`src/rtl/csr_bank_pkg.sv`:
```
// constants and carriers for the control and status register bank
// assumes a core that drives one register bus access per cycle
`default_nettype none
package csr_bank_pkg;

  localparam int unsigned DATA_W = 16;
  localparam int unsigned ADDR_W = 5;

  // variant selector
  typedef enum logic [1:0] {
    VAR_BASE,
    VAR_SMALL_STACK,
    VAR_MAC
  } variant_e;

  // register addresses
  localparam logic [4:0] ADDR_INTERRUPT_MASK = 5'h08;
  localparam logic [4:0] ADDR_STACK_POINTERS = 5'h09;
  localparam logic [4:0] ADDR_UNDERFLOW_LIMITS = 5'h0A;
  localparam logic [4:0] ADDR_VECTOR_LIMITS = 5'h0B;
  localparam logic [4:0] ADDR_RETURN_PAGE = 5'h0C;
  localparam logic [4:0] ADDR_DATA_PAGE = 5'h0D;
  localparam logic [4:0] ADDR_USER_PAGE = 5'h0E;
  localparam logic [4:0] ADDR_CODE_PAGE = 5'h0F;
  localparam logic [4:0] ADDR_BASE_CONTROL = 5'h10;
  localparam logic [4:0] ADDR_USER_BLOCK_BASE = 5'h11;
  localparam logic [4:0] ADDR_ACC_EXTENSION = 5'h12;
  localparam logic [4:0] ADDR_TIMER0 = 5'h13;
  localparam logic [4:0] ADDR_TIMER1 = 5'h14;
  localparam logic [4:0] ADDR_TIMER2 = 5'h15;
  localparam logic [4:0] ADDR_LOW_WORD = 5'h16;
  localparam logic [4:0] ADDR_HIGH_WORD = 5'h17;

  // field layout and reset values
  localparam logic [15:0] MASK_WRITABLE = 16'h3FFE;
  localparam logic [15:0] MASK_RESET = 16'h0000;
  localparam logic [7:0] LIMIT_RESET = 8'hFF;
  localparam logic [7:0] LIMIT_MAX_SMALL = 8'h40;
  localparam int unsigned PS_LSB = 0;
  localparam int unsigned RS_LSB = 8;
  localparam int unsigned SELECT_BIT = 5;
  localparam int unsigned PAGE_W = 4;
  localparam int unsigned RET_PAGE_W = 5;
  localparam logic [15:0] NO_VECTOR = 16'h0000;
  localparam logic [15:0] ZERO_WORD = 16'h0000;
  localparam logic [3:0] PAGE_RESET = 4'h0;
  localparam logic [4:0] RET_PAGE_RESET = 5'h00;
  localparam logic [7:0] PTR_RESET = 8'h00;
  localparam logic [7:0] PTR_ONE = 8'h01;
  localparam logic [15:0] WORD_ONE = 16'h0001;

  // one register bus access from the core
  typedef struct packed {
    logic rd;
    logic wr;
    logic [4:0] addr;
    logic [15:0] wdata;
  } bus_req_s;

  // return stack top update from calls, returns, index accesses
  typedef struct packed {
    logic load;
    logic [4:0] page;
  } ret_page_upd_s;

endpackage
`default_nettype wire

```
`src/rtl/scratch_counter.sv`:
```
// scratch counting word with one cycle increment and decrement
// assumes load, inc and dec come from logic on the same clock
`timescale 1ns/100ps
`default_nettype none
module scratch_counter
  import csr_bank_pkg::*;
(
  input wire logic ref_clk,
  input wire logic resetn,
  input wire logic load,
  input wire logic [15:0] load_value,
  input wire logic inc,
  input wire logic dec,
  output logic [15:0] count_ff
);

  // ---------------------------------------------------------------
  // counter
  // ---------------------------------------------------------------
  // load beats inc/dec; plain add wraps at both ends by itself
  always_ff @(posedge ref_clk) begin
    if (!resetn) begin
      count_ff <= ZERO_WORD;
    end else if (load) begin
      count_ff <= load_value;
    end else if (inc && !dec) begin
      count_ff <= count_ff + WORD_ONE;
    end else if (dec && !inc) begin
      count_ff <= count_ff - WORD_ONE;
    end
  end

endmodule
`default_nettype wire

```
`src/rtl/csr_bank.sv`:
```
// control and status register bank of the stack processor, 08h..17h
// assumes the core pushes rdata_ff when rd is taken and pops wdata on wr
`timescale 1ns/100ps
`default_nettype none
module csr_bank
  import csr_bank_pkg::*;
#(
  parameter variant_e VARIANT = VAR_BASE
)
(
  input wire logic ref_clk,
  input wire logic resetn,
  input wire bus_req_s bus_req,
  input wire ret_page_upd_s ret_page_upd,
  input wire logic [13:0] irq_raw,
  input wire logic [15:0] live_vector,
  input wire logic [7:0] param_ptr_live,
  input wire logic [7:0] return_ptr_live,
  input wire logic [15:0] timer0_count,
  input wire logic [15:0] timer1_count,
  input wire logic [15:0] timer2_count,
  input wire logic [15:0] product_low_live,
  input wire logic [15:0] product_high_live,
  input wire logic [15:0] acc_ext_live,
  input wire logic acc_ext_load,
  input wire logic scratch_inc,
  input wire logic scratch_dec,
  output logic [15:0] rdata_ff,
  output logic head_to_second_ff,
  output logic [13:0] irq_masked_ff,
  output logic clear_timer_irq_ff,
  output logic ptr_load_ff,
  output logic [7:0] param_ptr_ff,
  output logic [7:0] return_ptr_ff,
  output logic [7:0] param_limit_ff,
  output logic [7:0] return_limit_ff,
  output logic [7:0] param_under_ff,
  output logic [7:0] return_under_ff,
  output logic [4:0] return_page_ff,
  output logic [3:0] fetch_page_ff,
  output logic [3:0] data_ref_page_ff,
  output logic [3:0] user_page_ff,
  output logic [15:0] base_control_ff,
  output logic [15:0] user_block_base_ff,
  output logic [15:0] acc_extension_ff,
  output logic [15:0] low_word_ff,
  output logic [15:0] high_word_ff,
  output logic [2:0] preload_we_ff,
  output logic [15:0] preload_data_ff
);

  // ---------------------------------------------------------------
  // decode
  // ---------------------------------------------------------------
  logic [15:0] interrupt_mask_ff;
  logic [3:0] data_page_ff;
  logic [3:0] code_page_ff;
  logic [15:0] scratch_count;
  logic [15:0] nxt_rdata;
  logic wr;
  logic rd;
  logic [4:0] a;
  logic [15:0] wd;

  assign wr = bus_req.wr;
  assign rd = bus_req.rd;
  assign a = bus_req.addr;
  assign wd = bus_req.wdata;

  // true when a write at this address hits
  function automatic logic hit(input logic [4:0] want);
    hit = wr && (a == want);
  endfunction

  // clamp one limit to the variant ceiling
  function automatic logic [7:0] clamp_limit(input logic [7:0] v);
    if (VARIANT == VAR_SMALL_STACK && v > LIMIT_MAX_SMALL) begin
      clamp_limit = LIMIT_MAX_SMALL;
    end else begin
      clamp_limit = v;
    end
  endfunction

  // ---------------------------------------------------------------
  // interrupt mask
  // ---------------------------------------------------------------
  // reserved bits never stored, so they always read zero
  always_ff @(posedge ref_clk) begin
    if (!resetn) begin
      interrupt_mask_ff <= MASK_RESET;
    end else if (hit(ADDR_INTERRUPT_MASK)) begin
      interrupt_mask_ff <= wd & MASK_WRITABLE;
    end
  end

  // requests on bits 13:1 of the mask; request 0 has no mask bit and always passes
  always_ff @(posedge ref_clk) begin
    if (!resetn) begin
      irq_masked_ff <= 14'h0000;
    end else begin
      irq_masked_ff <= irq_raw & ~interrupt_mask_ff[13:0];
    end
  end

  // ---------------------------------------------------------------
  // stack pointers and limits
  // ---------------------------------------------------------------
  // pointer writes go to the stack controllers as a load strobe
  always_ff @(posedge ref_clk) begin
    if (!resetn) begin
      ptr_load_ff <= 1'b0;
      param_ptr_ff <= PTR_RESET;
      return_ptr_ff <= PTR_RESET;
    end else begin
      ptr_load_ff <= hit(ADDR_STACK_POINTERS);
      if (hit(ADDR_STACK_POINTERS)) begin
        param_ptr_ff <= wd[PS_LSB +: 8];
        return_ptr_ff <= wd[RS_LSB +: 8];
      end
    end
  end

  // underflow limits exist only outside the base variant
  always_ff @(posedge ref_clk) begin
    if (!resetn) begin
      param_under_ff <= PTR_RESET;
      return_under_ff <= PTR_RESET;
    end else if (hit(ADDR_UNDERFLOW_LIMITS) && VARIANT != VAR_BASE) begin
      param_under_ff <= wd[PS_LSB +: 8];
      return_under_ff <= wd[RS_LSB +: 8];
    end
  end

  // 0bh write: plain limits on base, overflow limits otherwise
  always_ff @(posedge ref_clk) begin
    if (!resetn) begin
      param_limit_ff <= LIMIT_RESET;
      return_limit_ff <= LIMIT_RESET;
    end else if (hit(ADDR_VECTOR_LIMITS)) begin
      if (VARIANT == VAR_BASE) begin
        param_limit_ff <= wd[PS_LSB +: 8];
        return_limit_ff <= wd[RS_LSB +: 8];
      end else begin
        param_limit_ff <= clamp_limit(wd[PS_LSB +: 8]);
        return_limit_ff <= clamp_limit(wd[RS_LSB +: 8]);
      end
    end
  end

  // a vector read also clears pending timer requests, for one cycle
  always_ff @(posedge ref_clk) begin
    if (!resetn) begin
      clear_timer_irq_ff <= 1'b0;
    end else begin
      clear_timer_irq_ff <= rd && (a == ADDR_VECTOR_LIMITS);
    end
  end

  // ---------------------------------------------------------------
  // pages
  // ---------------------------------------------------------------
  // stack-side updates win: a call in the same cycle owns the top entry
  always_ff @(posedge ref_clk) begin
    if (!resetn) begin
      return_page_ff <= RET_PAGE_RESET;
    end else if (ret_page_upd.load) begin
      return_page_ff <= ret_page_upd.page;
    end else if (hit(ADDR_RETURN_PAGE)) begin
      return_page_ff <= wd[RET_PAGE_W-1:0];
    end
  end

  // page registers, base control and user block base
  always_ff @(posedge ref_clk) begin
    if (!resetn) begin
      data_page_ff <= PAGE_RESET;
      user_page_ff <= PAGE_RESET;
      code_page_ff <= PAGE_RESET;
      base_control_ff <= ZERO_WORD;
      user_block_base_ff <= ZERO_WORD;
    end else begin
      if (hit(ADDR_DATA_PAGE)) begin
        data_page_ff <= wd[PAGE_W-1:0];
      end
      if (hit(ADDR_USER_PAGE)) begin
        user_page_ff <= wd[PAGE_W-1:0];
      end
      if (hit(ADDR_CODE_PAGE)) begin
        code_page_ff <= wd[PAGE_W-1:0];
      end
      if (hit(ADDR_BASE_CONTROL)) begin
        base_control_ff <= wd;
      end
      if (hit(ADDR_USER_BLOCK_BASE)) begin
        user_block_base_ff <= wd;
      end
    end
  end

  // page steering; registered, so one cycle behind the page write
  always_ff @(posedge ref_clk) begin
    if (!resetn) begin
      fetch_page_ff <= PAGE_RESET;
      data_ref_page_ff <= PAGE_RESET;
    end else begin
      fetch_page_ff <= code_page_ff;
      if (base_control_ff[SELECT_BIT]) begin
        data_ref_page_ff <= data_page_ff;
      end else begin
        data_ref_page_ff <= code_page_ff;
      end
    end
  end

  // ---------------------------------------------------------------
  // accumulator extension, low and high words
  // ---------------------------------------------------------------
  // datapath loads beat bus writes; only the mac variant keeps it
  always_ff @(posedge ref_clk) begin
    if (!resetn) begin
      acc_extension_ff <= ZERO_WORD;
    end else if (VARIANT == VAR_MAC) begin
      if (acc_ext_load) begin
        acc_extension_ff <= acc_ext_live;
      end else if (hit(ADDR_ACC_EXTENSION)) begin
        acc_extension_ff <= wd;
      end
    end
  end

  scratch_counter i_scratch_counter (
    .ref_clk(ref_clk),
    .resetn(resetn),
    .load(hit(ADDR_LOW_WORD) && VARIANT == VAR_SMALL_STACK),
    .load_value(wd),
    .inc(scratch_inc),
    .dec(scratch_dec),
    .count_ff(scratch_count)
  );

  // low word: product on base, counter on small, writable on mac
  always_ff @(posedge ref_clk) begin
    if (!resetn) begin
      low_word_ff <= ZERO_WORD;
    end else begin
      case (VARIANT)
        VAR_SMALL_STACK: low_word_ff <= scratch_count;
        VAR_MAC: begin
          if (hit(ADDR_LOW_WORD)) begin
            low_word_ff <= wd;
          end else begin
            low_word_ff <= product_low_live;
          end
        end
        default: low_word_ff <= product_low_live;
      endcase
    end
  end

  // high word: scratch store only on small; product elsewhere
  always_ff @(posedge ref_clk) begin
    if (!resetn) begin
      high_word_ff <= ZERO_WORD;
    end else begin
      case (VARIANT)
        VAR_SMALL_STACK: begin
          if (hit(ADDR_HIGH_WORD)) begin
            high_word_ff <= wd;
          end
        end
        VAR_MAC: begin
          if (hit(ADDR_HIGH_WORD)) begin
            high_word_ff <= wd;
          end else begin
            high_word_ff <= product_high_live;
          end
        end
        default: high_word_ff <= product_high_live;
      endcase
    end
  end

  // ---------------------------------------------------------------
  // timer preload strobes
  // ---------------------------------------------------------------
  // writes never touch the live count, only the preload
  always_ff @(posedge ref_clk) begin
    if (!resetn) begin
      preload_we_ff <= 3'h0;
      preload_data_ff <= ZERO_WORD;
    end else begin
      preload_we_ff <= {hit(ADDR_TIMER2), hit(ADDR_TIMER1),
                        hit(ADDR_TIMER0)};
      preload_data_ff <= wd;
    end
  end

  // ---------------------------------------------------------------
  // read mux
  // ---------------------------------------------------------------
  // reserved and unmapped addresses read zero
  always_comb begin
    nxt_rdata = ZERO_WORD;
    case (a)
      ADDR_INTERRUPT_MASK: nxt_rdata = interrupt_mask_ff;
      // pointer already counts the pushed word
      ADDR_STACK_POINTERS: nxt_rdata = {return_ptr_live,
                                        param_ptr_live + PTR_ONE};
      ADDR_UNDERFLOW_LIMITS: begin
        if (VARIANT != VAR_BASE) begin
          nxt_rdata = {return_under_ff, param_under_ff};
        end
      end
      ADDR_VECTOR_LIMITS: nxt_rdata = live_vector;
      ADDR_RETURN_PAGE: nxt_rdata = {11'h000, return_page_ff};
      ADDR_DATA_PAGE: nxt_rdata = {12'h000, data_page_ff};
      ADDR_USER_PAGE: nxt_rdata = {12'h000, user_page_ff};
      ADDR_CODE_PAGE: nxt_rdata = {12'h000, code_page_ff};
      ADDR_BASE_CONTROL: nxt_rdata = base_control_ff;
      ADDR_USER_BLOCK_BASE: nxt_rdata = user_block_base_ff;
      ADDR_ACC_EXTENSION: begin
        if (VARIANT == VAR_MAC) begin
          nxt_rdata = acc_extension_ff;
        end
      end
      ADDR_TIMER0: nxt_rdata = timer0_count;
      ADDR_TIMER1: nxt_rdata = timer1_count;
      ADDR_TIMER2: nxt_rdata = timer2_count;
      ADDR_LOW_WORD: nxt_rdata = low_word_ff;
      ADDR_HIGH_WORD: nxt_rdata = high_word_ff;
      default: nxt_rdata = ZERO_WORD;
    endcase
  end

  // one-cycle read answer, full word
  always_ff @(posedge ref_clk) begin
    if (!resetn) begin
      rdata_ff <= ZERO_WORD;
      head_to_second_ff <= 1'b0;
    end else begin
      if (rd) begin
        rdata_ff <= nxt_rdata;
      end
      head_to_second_ff <= rd && VARIANT == VAR_BASE &&
        (a == ADDR_LOW_WORD || a == ADDR_HIGH_WORD);
    end
  end

endmodule
`default_nettype wire

```
`config.mk`:
```
export PLATFORM = sky130hd
export DESIGN_NAME = csr_bank
export DESIGN_NICKNAME = d
export VERILOG_FILES = /design/src/rtl/csr_bank_pkg.sv /design/src/rtl/scratch_counter.sv /design/src/rtl/csr_bank.sv
export SDC_FILE = /design/constraint.sdc
export NUM_CORES = 1
export LEC_CHECK = 0
export ABC_AREA = 1
export BUFFER_PORTS_ARGS = -buffer_cell sky130_fd_sc_hd__buf_2
export CORE_AREA = 2 2 146 148
export DETAILED_ROUTE_END_ITERATION = 8
export DIE_AREA = 0 0 148 150
export PLACE_DENSITY = 0.69
export SLEW_MARGIN = 25
export SYNTH_ARGS = -nofsm -noshare
export SYNTH_HDL_FRONTEND = slang
export SYNTH_SLANG_ARGS = --single-unit
```
`constraint.sdc`:
```
create_clock -name ref_clk -period 1.4 [get_ports ref_clk]
set_input_delay 0.07 -clock ref_clk [delete_from_list [all_inputs] [get_ports ref_clk]]
set_output_delay 0.07 -clock ref_clk [all_outputs]
set_load 0.05 [all_outputs]
```
==> results.cfg, run 1 <==
[sta]
hold_violations = 0
rsz0062_at_grt = no
fin_crit_ns = 1.28
slew_violations = 0
finalSetupTns_ns = 0
finClkSkew_ns = 0.00583
clock.fmax_ghz = 0.783
finalSetupViolCount = 0
fin_crit_sh = 0.913

[routing]
routedWlPerCell_um = 16.0
via_per_inst = 4.78
dr_total_vias = 8858
dr.pass1.iters = 5
drt_iter0_drc = 541
routed_wl_mm = 29.7
postRouteAntennaNets = 0
drc = 0

[floorplanning]
rows = 53
io_pins = 373
fp.dieH_um = 150
die_w_um = 148
die_area_um2 = 22200
coreArea_um2 = 20700
start_util = 0.388

[min_path]
min_from = resetn
hp-class = in2reg
min_delay_path_depth = 3
holdPathEnd = irq_masked_ff[2]$_SDFF_PN0_

[cells_and_area]
antenna_cells = 0
drive_gt1_frac = 0.272
n_fill_cell = 1986
layout.nets = 1741
syn2layout_area_growth_pct = 42.6
most-common-layout-cells = 362 x nand2_1, 320 x buf_2, 186 x dfxtp_1, 106 x nor2_1, 104 x inv_1
seqCellArea_um2 = 3720
final_common_cell = nand2_1
multi_input_area_um2 = 3520

[setup_path]
reg2reg_slack_ns = 0.27
cp_num_buf_inv = 2
r2r_start = interrupt_mask_ff[6]$_SDFFE_PN0P_
cp_slowest_cell = dfxtp_1
crit_arrival_ns = 1.21
reg2reg_depth = 6
critPathMaxFanout = 10
critPathCaptureType = primary output
crit_family = buffers and inverters
cp_cell_sequence = buf_4, buf_2
slowest_delay_ns = 0.34
crit_type = reg2out
cp.required_ns = 1.33
rr_endpoint = rdata_ff[6]$_SDFFE_PN0P_
crit_path_start_kind = flip-flop

[clock_tree]
clk_pin_slew_worst_paths_ns = 0.07
cts_tree = done
clkSinkCount = 186
postCtsSetupBuffers = 0
clock_insertion_delay_worst_skew_ns = 0.43
root_buffer = clkbuf_16
htreeDepth = 4
cts_made_buffers = 17
clockBufferDepth = 2

[placed_design]
port_buffers = 321
hpwl_mm = 21.7
gp_congestion = 0.913

[grt]
gr-total-overflow = 0
grt_pass1_vias = 8172
grt_max_degree = 43
grtUsageTotal = 0.259
grt_first_pass_wirelength_mm = 44.4
antenna_found_initial = 0

[logic_synthesis]
synth.avg_cell_area_um2 = 6.93
synthCells = 1160
yosysWarningCount = 0
syn_area_um2 = 8040
seq_area_frac_synth = 0.463
ys_ff_latch = 186
yosysUniqueCellTypes = 29

[power]
power_leakage_nw = 6.00
pwr_density_cell_nw_per_um2 = 1080
finalPower_w = 0.0123
ir_drop_v = 0.000734

[job]
max_cap_violations = 0

[outcome]
outcome = finished, final reports clean
## state kept, by name, summed over array words and instances, names as in the netlist, 13 cells and up
register / flops
low_word_ff: 16
high_word_ff: 16
preload_data_ff: 16
rdata_ff: 16
user_block_base_ff: 16
interrupt_mask_ff: 13
base_control_ff: 16
irq_masked_ff: 14
## synthesized netlist by cell type
cell type  instances  share of area
nand4_1           29          0.023
conb_1             1        0.00047
a21oi_1           81          0.050
nor2_1           108          0.050
o21ai_0           48          0.030
inv_1            104          0.049
o21bai_1           5         0.0047
nand3_2            3         0.0037
o21ai_1            4         0.0025
o21a_1             4         0.0037
nor4_1             1        0.00078
nand2_1          362           0.17
inv_2              9         0.0042
buf_4             33          0.031
or2_0              1        0.00078
dfxtp_1          186           0.46
buf_2             18          0.011
xnor2_1            1         0.0011
nand3_1           98          0.061
buf_1              3         0.0014
clkbuf_1          37          0.017
ha_1               1         0.0016
nor3_1             4         0.0025
nor2_2             5         0.0039
nand3b_1           2         0.0019
a21o_1             1        0.00093
nor2_4             4         0.0056
nand2_2            2         0.0016
a31oi_1            5         0.0039
## cell families (layout without fill, tap and decap cells)
logic type      count (synthesis)  in the layout  share of synthesized area
simple gates                  619            619                      0.324
buf+inv                       204            590                      0.114
flops                         186            186                      0.463
compound gates                148            148                     0.0961
fa+ha+maj                       1              1                    0.00156
other cells                     1             32                   0.000467
xor+xnor                        1              1                    0.00109
## layout make-up
cell class,count,area share
clock buffer,18,0.0383
clock inverter,14,0.0140
inverter,113,0.0370
multi-input combinational,801,0.307
sequential,186,0.325
tap,275,0.0300
timing repair buffer,445,0.248
## stage by stage
stage	std cells	instance area, um^2	utilization	setup WS [ns]	hold slack (ns)
6_report	1852	11500	0.554	0.122	0.0293
5_1_grt	1852	11500	0.554	0.0678	0.0331
4_1_cts	1852	11500	0.554	0.111	0.0163
3_5_place_dp	1747	10100	0.490	-0.0853	0.254
3_3_place_gp	1747	10100	0.490	-0.0599	0.250
2_1_floorplan	1191	8150	-	0.0531	0.163
## how the worst max path moves through the flow
stage	from	endpoint	slack (ns)	cells past startpoint
floorplan	base_control_ff[5]$_SDFFE_PN0P_	rdata_ff[5]$_SDFFE_PN0P_	0.05	7
global placement	bus_req[20]	rdata_ff[6]$_SDFFE_PN0P_	-0.06	10
detailed placement	bus_req[19]	param_limit_ff[6]$_SDFFE_PN1P_	-0.09	9
CTS	base_control_ff[5]$_SDFFE_PN0P_	base_control_ff[5]	0.11	2
global route	base_control_ff[5]$_SDFFE_PN0P_	base_control_ff[5]	0.07	2
finish	base_control_ff[5]$_SDFFE_PN0P_	base_control_ff[5]	0.12	2
## layer usage
| metal | GRT usage | share of wire |
|---|---|---|
| met5 | 0 | 0 |
| met4 | 0.0781 | 0.020 |
| met3 | 0.0595 | 0.075 |
| met2 | 0.447 | 0.49 |
| met1 | 0.323 | 0.41 |
## worst min-delay path, stage by stage
cell	delay [ns]
buf_4	0.21
nand2_1	0.10
nor2_1	0.03
## report_power, final
part	leakage (nW)	internal (W)	switching [W]
sequential	1.52	0.00544	0.0000744
clock	0.288	0.00258	0.00229
combinational	4.19	0.000593	0.00135
## what timing repair did
| item | CTS | global route |
|---|---|---|
| hold buffers | 73 | 0 |
| hold endpoints to repair | 105 | 0 |
| gates resized for setup | 0 | 0 |
No activity file was read; power rests on OpenSTA's default activity.
==> run 2: changes to the inputs <==
==> constraint.sdc (replaced) <==
create_clock -name ref_clk -period 1.4 [get_ports ref_clk]
set_input_delay 0 -clock ref_clk [delete_from_list [all_inputs] [get_ports ref_clk]]
set_output_delay 0 -clock ref_clk [all_outputs]
set_load 0.05 [all_outputs]
==> run 2 against run 1 <==
Count of clock-buffer cells in the layout up 3; sequential power about the same; final cell count down 0.27%; register-to-register slack better by 0.03 ns; wire length up 1.9%; sequential share of layout area up 0.12 points; global-route usage up 0.34 points; core utilization down 0.21 points; total power down 0.47%; via count up 0.36%; worst hold slack worse by 0.017 ns; die area unchanged; critical path type is now in2reg; largest cell class unchanged; largest power group unchanged.
==> results.cfg, run 2 (synthesized netlist as in run 1, its figures left out) <==
[setup_path]
crit_path_end = irq_masked_ff[2]$_SDFF_PN0_
crit_path_start = resetn
crit_arrival_ns = 1.58
crit_path_start_kind = input pin
critPathCaptureType = flip-flop
crit_type = in2reg
cp_cell_sequence = dlygate4sd3_1, buf_4, nand2_1, dlygate4sd3_1, nor2_1
critPathMaxFanout = 30
rr_endpoint = rdata_ff[0]$_SDFFE_PN0P_
reg2reg_slack_ns = 0.30
r2r_start = base_control_ff[0]$_SDFFE_PN0P_
crit_top_cell = dlygate4sd3_1
reg2reg_depth = 6
cp.required_ns = 1.76
cp_slowest_cell = dlygate4sd3_1
slowest_delay_ns = 0.57

[routing]
postRouteAntennaNets = 0
dr_total_vias = 8890
via_per_inst = 4.81
routedWlPerCell_um = 16.4
routed_wl_mm = 30.3
drc = 0
dr.pass1.iters = 5
drt_iter0_drc = 551

[clock_tree]
cts_tree = done
root_buffer = clkbuf_16
clock_insertion_delay_worst_skew_ns = 0.43
clk_pin_slew_worst_paths_ns = 0.07
clkSinkCount = 186
htreeDepth = 4
cts_made_buffers = 17
clockBufferDepth = 2

[floorplanning]
fp.dieH_um = 150
io_pins = 373
die_w_um = 148
coreArea_um2 = 20700
rows = 53
start_util = 0.388
die_area_um2 = 22200

[placed_design]
dp_cells = 1738
port_buffers = 321
hpwl_mm = 21.8
gp_congestion = 0.904

[grt]
met1_usage = 0.324
grt_pass1_vias = 8409
grt_max_degree = 43
gr-total-overflow = 0
top_usage_layer = met2
grtUsageMet2 = 0.453
met3_usage = 0.0515
antenna_found_initial = 0
grt_first_pass_wirelength_mm = 45.1
grtUsageTotal = 0.262

[min_path]
hp-class = in2reg

[power]
power_leakage_nw = 5.95
power_switching_w = 0.00368
power_frac_comb = 0.158
p_seq_frac = 0.449
p_clk_frac = 0.392
ir_drop_v = 0.000793
swShare = 0.299
pwr_density_cell_nw_per_um2 = 1080
p_int_w = 0.00860

[sta]
clock.fmax_ghz = 0.822
fin_crit_sh = 0.869
rsz0062_at_grt = no
slew_violations = 0
fin_crit_ns = 1.22
finClkSkew_ns = 0.0106
finalSetupTns_ns = 0
hold_violations = 0
finalSetupViolCount = 0

[cells_and_area]
syn2layout_area_growth_pct = 42.1
instances_no_fill = 1847
most-common-layout-cells = 362 x nand2_1, 320 x buf_2, 186 x dfxtp_1, 105 x nor2_1, 104 x inv_1
drive_gt1_frac = 0.267
final_common_cell = nand2_1
layout.nets = 1736
antenna_cells = 0

[outcome]
outcome = finished, final reports clean

[job]
max_cap_violations = 0
run 2: changes by cell type in the layout (fill, tap and decap cells not counted), sizes merged:
| cell | change |
|---|---|
| clkbuf | +3 |
| clkinv | -4 |
| dlygate4sd3 | +3 |
| inv | +1 |
| buf | -8 |
run 2: stage by stage:
stage,util,hold WS [ns],instance area (um^2),power (W),setup WS [ns]
2_1_floorplan,-,0.0935,8150,0.00682,0.0531
3_3_place_gp,0.485,0.181,10000,0.00738,-0.0259
3_5_place_dp,0.485,0.185,10000,0.00739,-0.0534
4_1_cts,0.550,0.00311,11400,0.0123,0.0636
5_1_grt,0.552,0.0325,11400,0.0127,0.0804
6_report,0.552,0.0121,11400,0.0123,0.183
run 2: layout make-up:
class / instances / area, um^2
clock buffers: 21 / 450
multi-input cells: 801 / 3550
repair buffers: 440 / 2800
well taps: 275 / 344
inverters: 113 / 424
flip-flops and latches: 186 / 3720
clock inverters: 11 / 128
fillers: 2046 / 9270
run 2: worst min-delay path by stage:
stage	from	endpoint	cells past startpoint
2_1_floorplan	bus_req[10]	preload_data_ff[10]$_SDFF_PN0_	2
3_3_place_gp	irq_raw[0]	irq_masked_ff[0]$_SDFF_PN0_	3
3_5_place_dp	product_low_live[14]	low_word_ff[14]$_SDFF_PN0_	3
4_1_cts	bus_req[20]	preload_we_ff[0]$_SDFF_PN0_	3
5_1_grt	bus_req[19]	preload_we_ff[0]$_SDFF_PN0_	4
6_report	ret_page_upd[5]	return_page_ff[1]$_SDFFE_PN0P_	4
run 2: critical path, delay by kind of cell:
kind,cells,cell delay [ns]
buffers and inverters,3,1.38
AND/OR/NAND/NOR,2,0.18
run 2: routing by layer:
layer | vias to the layer above | part of all wire | routed length (um)
met5 | - | 0 | 0
met4 | 0 | 0.032 | 970
met3 | 68 | 0.068 | 2050
met2 | 369 | 0.49 | 14900
met1 | 4042 | 0.41 | 12300
li1 | 4411 | - | -
run 2: power groups by stage:
stage                     registers [W]  clock network [W]  logic (W)
after floorplan                 0.00613                  0   0.000686
after global placement          0.00564                  0    0.00174
after detailed placement        0.00564                  0    0.00175
after CTS                       0.00551            0.00486    0.00192
after global routing            0.00553            0.00510    0.00207
final                           0.00552            0.00481    0.00194
run 2: timing repair:
| item | 4_1_cts | 5_1_grt |
|---|---|---|
| setup buffers | 0 | 0 |
| resized for setup | 0 | 9 |
| setup endpoints to repair | 0 | 16 |
| hold buffers | 77 | 0 |
| hold endpoints to repair | 159 | 0 |
